`src/hw/gpc_pkg.sv`:
```
// Package for the single GPIO pin configuration block.
// Assumes one 20 MHz clock and a plain register port.
package gpc_pkg;

  // Register map
  localparam logic [7:0] GPC_ADDR_CTRL  = 8'h00;
  localparam logic [7:0] GPC_ADDR_STAT  = 8'h01;
  localparam logic [7:0] GPC_CTRL_RESET = 8'h01;
  localparam logic [7:0] GPC_CTRL_WMASK = 8'h8F;

  // Field positions
  localparam int GPC_BIT_DIR    = 0;
  localparam int GPC_BIT_POL    = 1;
  localparam int GPC_BIT_FUNC_L = 2;
  localparam int GPC_BIT_ODRAIN = 7;

  // Status layout
  localparam int GPC_STAT_PIN  = 0;
  localparam int GPC_STAT_VAL  = 1;
  localparam int GPC_STAT_DRV  = 2;

  typedef enum logic [1:0]
  {
    GPC_FN_GPIO = 2'h0,
    GPC_FN_DSR  = 2'h1,
    GPC_FN_IRQ9 = 2'h2,
    GPC_FN_RSVD = 2'h3
  } gpc_func_e;

  typedef struct packed
  {
    logic      open_drain;
    gpc_func_e func;
    logic      invert;
    logic      is_input;
  } gpc_cfg_s;

  typedef struct packed
  {
    logic       wr;
    logic       rd;
    logic [7:0] addr;
    logic [7:0] wdata;
  } gpc_bus_s;

  function automatic gpc_cfg_s gpc_decode(input logic [7:0] v);
    gpc_cfg_s c;
    c.open_drain = v[GPC_BIT_ODRAIN];
    c.func       = gpc_func_e'(v[GPC_BIT_FUNC_L +: 2]);
    c.invert     = v[GPC_BIT_POL];
    c.is_input   = v[GPC_BIT_DIR];
    return c;
  endfunction : gpc_decode

endpackage : gpc_pkg

```
`src/hw/gpc_regs.sv`:
```
// Pin configuration register with read port.
// Assumes one-cycle strobes, never both at once.
`timescale 1ns/1ps
module gpc_regs
  import gpc_pkg::*;
(
  // Clock and reset
  input  wire logic     sys_clk,
  input  wire logic     rst_b,
  // Register port
  input  wire gpc_bus_s bus,
  output logic [7:0]    rdata_r,
  // Status and config
  input  wire logic [7:0] stat,
  output logic [7:0]    ctrl_r
);

  always_ff @(posedge sys_clk or negedge rst_b)
    if (!rst_b)
      ctrl_r <= GPC_CTRL_RESET;
    else if (bus.wr && bus.addr == GPC_ADDR_CTRL)
      ctrl_r <= bus.wdata & GPC_CTRL_WMASK;

  always_ff @(posedge sys_clk or negedge rst_b)
    if (!rst_b)
      rdata_r <= 8'h00;
    else if (bus.rd)
    begin
      unique case (bus.addr)
        GPC_ADDR_CTRL: rdata_r <= ctrl_r;
        GPC_ADDR_STAT: rdata_r <= stat;
        default:       rdata_r <= 8'h00;
      endcase
    end
    else
      rdata_r <= 8'h00;

  a_reserved_zero: assert property (@(posedge sys_clk) disable iff (!rst_b)
    ctrl_r[6:4] == 3'h0) else $error("reserved bits set");

  a_write_lands: assert property (@(posedge sys_clk) disable iff (!rst_b)
    bus.wr && bus.addr == GPC_ADDR_CTRL |=> ctrl_r == ($past(bus.wdata) & GPC_CTRL_WMASK))
    else $error("write not stored");

endmodule : gpc_regs

```
`src/hw/gpc_pad.sv`:
```
// Pad logic: direction, polarity and driver type.
// Assumes pin input already synchronous.
`timescale 1ns/1ps
module gpc_pad
  import gpc_pkg::*;
(
  // Config
  input  wire gpc_cfg_s cfg,
  // Core side
  input  wire logic     core_out,
  output logic          core_in,
  // Pin side
  input  wire logic     pin_in,
  output logic          pin_out,
  output logic          pin_oe
);

  logic drv;

  always_comb
  begin
    core_in = pin_in ^ cfg.invert;
    drv     = core_out ^ cfg.invert;
    pin_out = drv;
    // Open drain only pulls low
    if (cfg.is_input)
      pin_oe = 1'b0;
    else if (cfg.open_drain)
      pin_oe = ~drv;
    else
      pin_oe = 1'b1;
  end

endmodule : gpc_pad

```
`src/hw/gpc_top.sv`:
```
// Top of one GPIO pin with selectable alternate function.
// Assumes pin input synchronous to sys_clk; pin resolved outside.
`timescale 1ns/1ps
module gpc_top
  import gpc_pkg::*;
(
  // Clock and reset
  input  wire logic       sys_clk,
  input  wire logic       rst_b,
  // Register port
  input  wire logic [7:0] addr,
  input  wire logic [7:0] wdata,
  input  wire logic       wr_stb,
  input  wire logic       rd_stb,
  output logic [7:0]      rdata,
  // Core functions
  input  wire logic       gpio_out,
  input  wire logic       irq9_in,
  output logic            gpio_in_r,
  output logic            second_serial_data_set_ready_r,
  // Pin
  input  wire logic       general_purpose_pin_5_4_in,
  output logic            general_purpose_pin_5_4_out_r,
  output logic            general_purpose_pin_5_4_oe_r
);

  gpc_bus_s   bus;
  gpc_cfg_s   cfg;
  logic [7:0] ctrl_r;
  logic [7:0] stat;
  logic       core_in;
  logic       core_out;
  logic       pad_out;
  logic       pad_oe;

  assign bus = '{wr: wr_stb, rd: rd_stb, addr: addr, wdata: wdata};
  assign cfg = gpc_decode(ctrl_r);

  gpc_regs u_regs
  (
    .sys_clk (sys_clk),
    .rst_b   (rst_b),
    .bus     (bus),
    .rdata_r (rdata),
    .stat    (stat),
    .ctrl_r  (ctrl_r)
  );

  // Output source by function; reserved drives idle
  always_comb
  begin
    unique case (cfg.func)
      GPC_FN_GPIO: core_out = gpio_out;
      GPC_FN_IRQ9: core_out = irq9_in;
      GPC_FN_DSR:  core_out = 1'b0;
      GPC_FN_RSVD: core_out = 1'b0;
    endcase
  end

  gpc_pad u_pad
  (
    .cfg      (cfg),
    .core_out (core_out),
    .core_in  (core_in),
    .pin_in   (general_purpose_pin_5_4_in),
    .pin_out  (pad_out),
    .pin_oe   (pad_oe)
  );

  // Registered pin drive; one cycle of latency keeps outputs glitch free
  always_ff @(posedge sys_clk or negedge rst_b)
    if (!rst_b)
    begin
      general_purpose_pin_5_4_out_r <= 1'b0;
      general_purpose_pin_5_4_oe_r  <= 1'b0;
    end
    else
    begin
      general_purpose_pin_5_4_out_r <= pad_out;
      general_purpose_pin_5_4_oe_r  <= pad_oe;
    end

  // Input delivery by function; idle level is high for the active-low DSR
  always_ff @(posedge sys_clk or negedge rst_b)
    if (!rst_b)
    begin
      gpio_in_r                      <= 1'b0;
      second_serial_data_set_ready_r <= 1'b1;
    end
    else
    begin
      gpio_in_r                      <= (cfg.func == GPC_FN_GPIO) ? core_in : 1'b0;
      second_serial_data_set_ready_r <= (cfg.func == GPC_FN_DSR) ? core_in : 1'b1;
    end

  assign stat = {5'h00, general_purpose_pin_5_4_oe_r, core_out, general_purpose_pin_5_4_in};

  // Short names for the checks below
  logic       pin_now;
  logic       oe_now;
  logic       out_now;
  logic [7:0] shadow_r;

  assign pin_now = general_purpose_pin_5_4_in;
  assign oe_now  = general_purpose_pin_5_4_oe_r;
  assign out_now = general_purpose_pin_5_4_out_r;

  // Field-by-field copy of the register, built apart from the write mask on purpose
  always_ff @(posedge sys_clk or negedge rst_b)
    if (!rst_b)
      shadow_r <= GPC_CTRL_RESET;
    else if (wr_stb && addr == GPC_ADDR_CTRL)
      shadow_r <= {wdata[GPC_BIT_ODRAIN], 3'h0, wdata[GPC_BIT_FUNC_L +: 2],
                   wdata[GPC_BIT_POL], wdata[GPC_BIT_DIR]};

  // Direction and status read
  a_input_no_drive: assert property (@(posedge sys_clk) disable iff (!rst_b)
    cfg.is_input |=> !oe_now)
    else $error("input pin driven");

  a_oe_needs_output: assert property (@(posedge sys_clk) disable iff (!rst_b)
    oe_now |-> !$past(cfg.is_input))
    else $error("driven while input");

  a_input_odrain_off: assert property (@(posedge sys_clk) disable iff (!rst_b)
    cfg.is_input && cfg.open_drain |=> !oe_now)
    else $error("open drain input driven");

  a_input_dsr_off: assert property (@(posedge sys_clk) disable iff (!rst_b)
    cfg.is_input && cfg.func == GPC_FN_DSR |=> !oe_now)
    else $error("dsr input driven");

  a_input_irq_off: assert property (@(posedge sys_clk) disable iff (!rst_b)
    cfg.is_input && cfg.func == GPC_FN_IRQ9 |=> !oe_now)
    else $error("irq input driven");

  a_status_reads: assert property (@(posedge sys_clk) disable iff (!rst_b)
    rd_stb && addr == GPC_ADDR_STAT |=> rdata == $past(stat))
    else $error("status read wrong");

  // Polarity and drive value
  a_out_polarity: assert property (@(posedge sys_clk) disable iff (!rst_b)
    cfg.func == GPC_FN_GPIO |=> out_now == ($past(gpio_out) ^ $past(cfg.invert)))
    else $error("output polarity wrong");

  a_in_polarity: assert property (@(posedge sys_clk) disable iff (!rst_b)
    cfg.func == GPC_FN_GPIO |=> gpio_in_r == ($past(pin_now) ^ $past(cfg.invert)))
    else $error("input polarity wrong");

  a_out_plain: assert property (@(posedge sys_clk) disable iff (!rst_b)
    cfg.func == GPC_FN_GPIO && !cfg.invert |=> out_now == $past(gpio_out))
    else $error("plain output changed");

  a_out_inverted: assert property (@(posedge sys_clk) disable iff (!rst_b)
    cfg.func == GPC_FN_GPIO && cfg.invert |=> out_now != $past(gpio_out))
    else $error("output not inverted");

  a_in_plain: assert property (@(posedge sys_clk) disable iff (!rst_b)
    cfg.func == GPC_FN_GPIO && !cfg.invert |=> gpio_in_r == $past(pin_now))
    else $error("plain input changed");

  a_in_inverted: assert property (@(posedge sys_clk) disable iff (!rst_b)
    cfg.func == GPC_FN_GPIO && cfg.invert |=> gpio_in_r != $past(pin_now))
    else $error("input not inverted");

  a_dsr_polarity: assert property (@(posedge sys_clk) disable iff (!rst_b)
    cfg.func == GPC_FN_DSR |=> second_serial_data_set_ready_r == ($past(pin_now) ^ $past(cfg.invert)))
    else $error("dsr polarity wrong");

  a_irq_inverted: assert property (@(posedge sys_clk) disable iff (!rst_b)
    cfg.func == GPC_FN_IRQ9 && cfg.invert |=> out_now != $past(irq9_in))
    else $error("irq9 not inverted");

  a_drive_value: assert property (@(posedge sys_clk) disable iff (!rst_b)
    !cfg.is_input |=> out_now == $past(pad_out))
    else $error("drive value lost");

  // Function select
  a_dsr_idle: assert property (@(posedge sys_clk) disable iff (!rst_b)
    cfg.func != GPC_FN_DSR |=> second_serial_data_set_ready_r)
    else $error("dsr not idle");

  a_irq_route: assert property (@(posedge sys_clk) disable iff (!rst_b)
    cfg.func == GPC_FN_IRQ9 && !cfg.invert |=> out_now == $past(irq9_in))
    else $error("irq9 not routed");

  a_in_gpio_only: assert property (@(posedge sys_clk) disable iff (!rst_b)
    cfg.func != GPC_FN_GPIO |=> !gpio_in_r)
    else $error("gpio input outside gpio");

  a_dsr_plain: assert property (@(posedge sys_clk) disable iff (!rst_b)
    cfg.func == GPC_FN_DSR && !cfg.invert |=> second_serial_data_set_ready_r == $past(pin_now))
    else $error("dsr not routed");

  a_dsr_inverted: assert property (@(posedge sys_clk) disable iff (!rst_b)
    cfg.func == GPC_FN_DSR && cfg.invert |=> second_serial_data_set_ready_r != $past(pin_now))
    else $error("dsr not inverted");

  a_dsr_drive_idle: assert property (@(posedge sys_clk) disable iff (!rst_b)
    cfg.func == GPC_FN_DSR |=> out_now == $past(cfg.invert))
    else $error("dsr drive not idle");

  a_rsvd_drive_idle: assert property (@(posedge sys_clk) disable iff (!rst_b)
    cfg.func == GPC_FN_RSVD |=> out_now == $past(cfg.invert))
    else $error("reserved drive not idle");

  a_rsvd_no_input: assert property (@(posedge sys_clk) disable iff (!rst_b)
    cfg.func == GPC_FN_RSVD |=> !gpio_in_r && second_serial_data_set_ready_r)
    else $error("reserved delivered input");

  a_irq_no_input: assert property (@(posedge sys_clk) disable iff (!rst_b)
    cfg.func == GPC_FN_IRQ9 |=> !gpio_in_r && second_serial_data_set_ready_r)
    else $error("irq9 delivered input");

  a_core_gpio: assert property (@(posedge sys_clk) disable iff (!rst_b)
    cfg.func == GPC_FN_GPIO |-> core_out == gpio_out)
    else $error("gpio source not selected");

  a_core_irq: assert property (@(posedge sys_clk) disable iff (!rst_b)
    cfg.func == GPC_FN_IRQ9 |-> core_out == irq9_in)
    else $error("irq9 source not selected");

  a_core_idle: assert property (@(posedge sys_clk) disable iff (!rst_b)
    cfg.func == GPC_FN_DSR || cfg.func == GPC_FN_RSVD |-> !core_out)
    else $error("idle source not low");

  // Driver type
  a_pushpull_drives: assert property (@(posedge sys_clk) disable iff (!rst_b)
    !cfg.is_input && !cfg.open_drain |=> oe_now)
    else $error("push-pull not driving");

  a_odrain_high_off: assert property (@(posedge sys_clk) disable iff (!rst_b)
    !cfg.is_input && cfg.open_drain && pad_out |=> !oe_now)
    else $error("open drain drove high");

  a_odrain_low_on: assert property (@(posedge sys_clk) disable iff (!rst_b)
    !cfg.is_input && cfg.open_drain && !pad_out |=> oe_now && !out_now)
    else $error("open drain not pulling low");

  a_odrain_never_high: assert property (@(posedge sys_clk) disable iff (!rst_b)
    oe_now && $past(cfg.open_drain) |-> !out_now)
    else $error("open drain driving high");

  a_pushpull_high: assert property (@(posedge sys_clk) disable iff (!rst_b)
    !cfg.is_input && !cfg.open_drain && pad_out |=> oe_now && out_now)
    else $error("push-pull high missing");

  a_pushpull_low: assert property (@(posedge sys_clk) disable iff (!rst_b)
    !cfg.is_input && !cfg.open_drain && !pad_out |=> oe_now && !out_now)
    else $error("push-pull low missing");

  // Register port and reset
  a_reset_value: assert property (@(posedge sys_clk)
    $rose(rst_b) |-> ctrl_r == GPC_CTRL_RESET)
    else $error("bad reset value");

  a_reset_outputs: assert property (@(posedge sys_clk)
    $rose(rst_b) |-> !oe_now && !out_now && !gpio_in_r && second_serial_data_set_ready_r && rdata == 8'h00)
    else $error("bad output after reset");

  a_shadow_match: assert property (@(posedge sys_clk) disable iff (!rst_b)
    ctrl_r == shadow_r)
    else $error("register copy differs");

  a_ctrl_read: assert property (@(posedge sys_clk) disable iff (!rst_b)
    rd_stb && addr == GPC_ADDR_CTRL |=> rdata == $past(shadow_r))
    else $error("register read wrong");

  a_ctrl_holds: assert property (@(posedge sys_clk) disable iff (!rst_b)
    !wr_stb |=> $stable(ctrl_r))
    else $error("register changed unwritten");

  a_write_other: assert property (@(posedge sys_clk) disable iff (!rst_b)
    wr_stb && addr != GPC_ADDR_CTRL |=> $stable(ctrl_r))
    else $error("stray write landed");

  a_read_rsvd_zero: assert property (@(posedge sys_clk) disable iff (!rst_b)
    rd_stb && addr == GPC_ADDR_CTRL |=> rdata[6:4] == 3'h0)
    else $error("reserved bits read set");

  a_read_unmapped: assert property (@(posedge sys_clk) disable iff (!rst_b)
    rd_stb && addr != GPC_ADDR_CTRL && addr != GPC_ADDR_STAT |=> rdata == 8'h00)
    else $error("unmapped read not zero");

  a_read_idle: assert property (@(posedge sys_clk) disable iff (!rst_b)
    !rd_stb |=> rdata == 8'h00)
    else $error("read data outside read");

  a_write_dir: assert property (@(posedge sys_clk) disable iff (!rst_b)
    wr_stb && addr == GPC_ADDR_CTRL |=> ctrl_r[GPC_BIT_DIR] == $past(wdata[GPC_BIT_DIR]))
    else $error("direction bit not stored");

  a_write_pol: assert property (@(posedge sys_clk) disable iff (!rst_b)
    wr_stb && addr == GPC_ADDR_CTRL |=> ctrl_r[GPC_BIT_POL] == $past(wdata[GPC_BIT_POL]))
    else $error("polarity bit not stored");

  a_write_odrain: assert property (@(posedge sys_clk) disable iff (!rst_b)
    wr_stb && addr == GPC_ADDR_CTRL |=> ctrl_r[GPC_BIT_ODRAIN] == $past(wdata[GPC_BIT_ODRAIN]))
    else $error("driver bit not stored");

endmodule : gpc_top

```
`config.mk`:
```
export PLATFORM = sky130hd
export DESIGN_NAME = gpc_top
export DESIGN_NICKNAME = d
export VERILOG_FILES = /design/src/hw/gpc_pkg.sv /design/src/hw/gpc_regs.sv /design/src/hw/gpc_pad.sv /design/src/hw/gpc_top.sv
export SDC_FILE = /design/constraint.sdc
export NUM_CORES = 1
export LEC_CHECK = 0
export CORE_MARGIN = 4
export CORE_UTILIZATION = 40
export DETAILED_ROUTE_END_ITERATION = 7
export DONT_BUFFER_PORTS = 1
export PLACE_DENSITY = 0.63
export SYNTH_ARGS = -nofsm -noshare
export SYNTH_HDL_FRONTEND = slang
export SYNTH_SLANG_ARGS = --single-unit
```
`constraint.sdc`:
```
create_clock -name sys_clk -period 1.2 [get_ports sys_clk]
set_clock_uncertainty 0.2 [all_clocks]
set_input_delay 0.12 -clock sys_clk [delete_from_list [all_inputs] [get_ports sys_clk]]
set_output_delay 0.12 -clock sys_clk [all_outputs]
set_load 0.03 [all_outputs]
```
==> impl_metrics.py <==
metrics = {
    "run_status": {
        "status": "complete, but fails checks",
        "violations": "negative hold slack, negative setup slack",
    },
    "routing": {
        "routed_wl_mm": 1.06,
        "detail_route.vias_per_cell": 5.08,
        "drtIter0Drc": 3,
        "drt-pass1-iter-count": 2,
        "vias": 381,
        "wire_per_inst_um": 14.1,
        "drc": 0,
        "ant_nets": 0,
    },
    "clocking": {
        "worstSkewPairLatency_ps": 270,
        "ctsLongestPathBuffers": 2,
        "cts_tree": "built",
        "cts_buffers": 3,
        "cts_root_buffer": "clkbuf_4",
        "htree_levels": 1,
        "post_cts_buffers": 0,
        "clk_pin_slew_ps": 80,
        "cts.sinks": 14,
        "hold_buffers": 8,
    },
    "die": {
        "fp.coreArea_um2": 1380,
        "start_util_pct": 44.6,
        "row_count": 13,
        "io_pins": 35,
        "die-area_um2": 2230,
        "dieWidth_um": 47.3,
        "dieHeight_um": 47.3,
    },
    "sta": {
        "finalCritPeriodShare_pct": 105,
        "hold_ws_ps": -282,
        "setup-violations-final": 3,
        "worst_slew_pin_slew_ps": 596,
        "hold_violations": 11,
        "max-slew-margin-rel_pct": 60.1,
        "fin_ws_ps": -58.9,
        "rsz0062_at_grt": "true",
        "fmax_ghz": 0.794,
        "finalMaxSlewViolations": 0,
        "period_needed_ps": 1260,
    },
    "global_route": {
        "grt_pass1_wl_mm": 1.76,
        "grt_usage_pct": 11.6,
        "met1_usage_pct": 14.1,
        "busiest_layer": "met2",
        "antenna_found_initial": 0,
        "met2_usage_pct": 18.2,
        "grt_max_degree": 15,
        "grt_pass1_vias": 392,
        "grtUsageMet3_pct": 7.66,
        "grt_overflow": 0,
    },
    "synthesis": {
        "synth_area_leaders": "dfrtp_1 (49%), mux2_2 (11%), dfstp_2 (8.5%)",
        "synth_area_leader_cell": "dfrtp_1",
        "yosysWarnings": 0,
        "yosysSeqAreaShare_pct": 57.2,
        "syn-cell-area_um2": 617,
        "ys_ff_latch": 14,
        "syn_inst": 48,
        "synth.top_cell.area_share_pct": 48.7,
        "avgSynthCellArea_um2": 12.9,
        "yosysUniqueCellTypes": 21,
    },
    "placement": {
        "portBuffers": 0,
        "place.gp.congestion": 0.710,
        "post-dp-hpwl_um": 830,
    },
    "worst_setup_path": {
        "worst-path-max-fanout": 4,
        "crit_arrival_ps": 1200,
        "required_ps": 1140,
        "startpoint_type": "flop",
        "cp-end-kind": "flop",
        "criticalPathCategory": "reg -> reg",
    },
    "worst_hold_path": {
        "hold_path_class": "in -> reg",
    },
    "finish": {
        "nNetsFinal": 84,
        "fill_cells": 120,
        "diodes": 0,
        "syn_to_final_growth_pct": 27.0,
        "drive_above_1_share_pct": 31.7,
    },
    "power_and_ir_drop": {
        "finalPower_uw": 944,
        "leakage_uw": 0.000365,
        "power_density_nw_per_um2": 1210,
        "peakVddDrop_mv": 0.766,
    },
    "job": {
        "max_cap_violations": 0,
    },
}
-- layer usage --
layer	share of wire (%)	routed length, um
met2	51	534
met1	39	411
met3	10	109
met4	0	0
met5	0	0
-- final timing paths --
path / start / slack (ps) / cells after the start / end
worst max-delay path: u_regs.ctrl_r[3]$_DFFE_PN0P_ / -60 / 3 / general_purpose_pin_5_4_oe_r$_DFF_PN0_
worst min-delay path: addr[0] / -280 / 1 / u_regs.rdata_r[7]$_DFF_PN0_
worst max register to register: u_regs.ctrl_r[3]$_DFFE_PN0P_ / -60 / 3 / general_purpose_pin_5_4_oe_r$_DFF_PN0_
worst min register to register: u_regs.ctrl_r[2]$_DFFE_PN0P_ / 310 / 1 / second_serial_data_set_ready_r$_DFF_PN1_
max in group asynchronous: rst_b / 320 / 1 / gpio_in_r$_DFF_PN0_
min in group asynchronous: rst_b / 90 / 1 / u_regs.ctrl_r[2]$_DFFE_PN0P_
-- repair_timing --
action | CTS | global route
gates resized for setup | 1 | 1
setup endpoints to repair | 4 | 4
hold endpoints to repair | 27 | 11
-- synth_stat cells --
master,count
nor4_4,1
dfrtp_1,12
a21oi_1,2
a311oi_1,1
nand2_1,2
nand3b_1,1
mux2_2,6
nor2_1,2
xnor2_1,2
nand2b_1,1
inv_1,1
nor2b_1,1
dfstp_2,2
nand4b_2,1
nor3b_1,2
nor3_1,2
buf_4,3
clkbuf_1,1
conb_1,1
nand3_1,2
mux2i_1,2
-- stage by stage --
step	worst slack, ps	instances	util [%]	TNS, ps	cell area [um2]
after detailed placement	-68.9	63	47.2	-311	653
after floorplan	-6.45	50	-	-25.9	647
after global placement	-41.6	63	47.2	-171	653
after global routing	-105	75	56.7	-314	783
after CTS	-59.8	75	56.1	-117	776
final	-58.9	75	56.7	-115	783
-- flip-flops by register name (all words and copies together), names as in the netlist --
signal / count
gpio_in_r: 1
general_purpose_pin_5_4_oe_r: 1
general_purpose_pin_5_4_out_r: 1
u_regs.rdata_r: 5
u_regs.ctrl_r: 5
second_serial_data_set_ready_r: 1
-- cell usage in the layout (no fill, tap or decap), types with 2 or more instances in the layout --
master         count
nor2_1             2
conb_1             3
clkbuf_4           3
nor3b_1            2
dlygate4sd3_1      8
mux2i_1            2
buf_4              2
nand2_1            2
xnor2_1            2
nand3_1            2
mux2_2             5
dfstp_2            2
dfrtp_1           12
-- worst max-delay path, cell delays in order, from the launching register on --
cell and delay [ps]:
dfrtp_1 400, mux2_4 340, a21oi_4 130, a311oi_2 60
-- cell families (layout without fill, tap and decap cells) --
| kind of cell | count (synthesis) | in the layout | share of synthesized area [%] |
|---|---|---|---|
| compound gates | 3 | 3 | 3.04 |
| xor+xnor | 2 | 2 | 2.84 |
| simple gates | 15 | 15 | 17.2 |
| other cells | 1 | 3 | 0.608 |
| mux | 8 | 8 | 14.2 |
| flops | 14 | 14 | 57.2 |
| buf+inv | 5 | 15 | 4.87 |
-- power by group --
| group | switching, uW | leakage (uW) | internal [uW] |
|---|---|---|---|
| Clock | 132 | 0.0000210 | 184 |
| Sequential | 31.2 | 0.000179 | 492 |
| Combinational | 52.3 | 0.000166 | 52.3 |
| Total | 215 | 0.000365 | 729 |
-- cell type report --
type	instances	area, um2	share of cell area [%]
Sequential cell	14	353	45.0
Inverter	1	3.75	0.479
Clock buffer	4	36.3	4.63
Multi-Input combinational cell	31	277	35.3
Timing Repair Buffer	10	95.1	12.1
Tap cell	15	18.8	2.40
No activity file was read; power rests on OpenSTA's default activity.
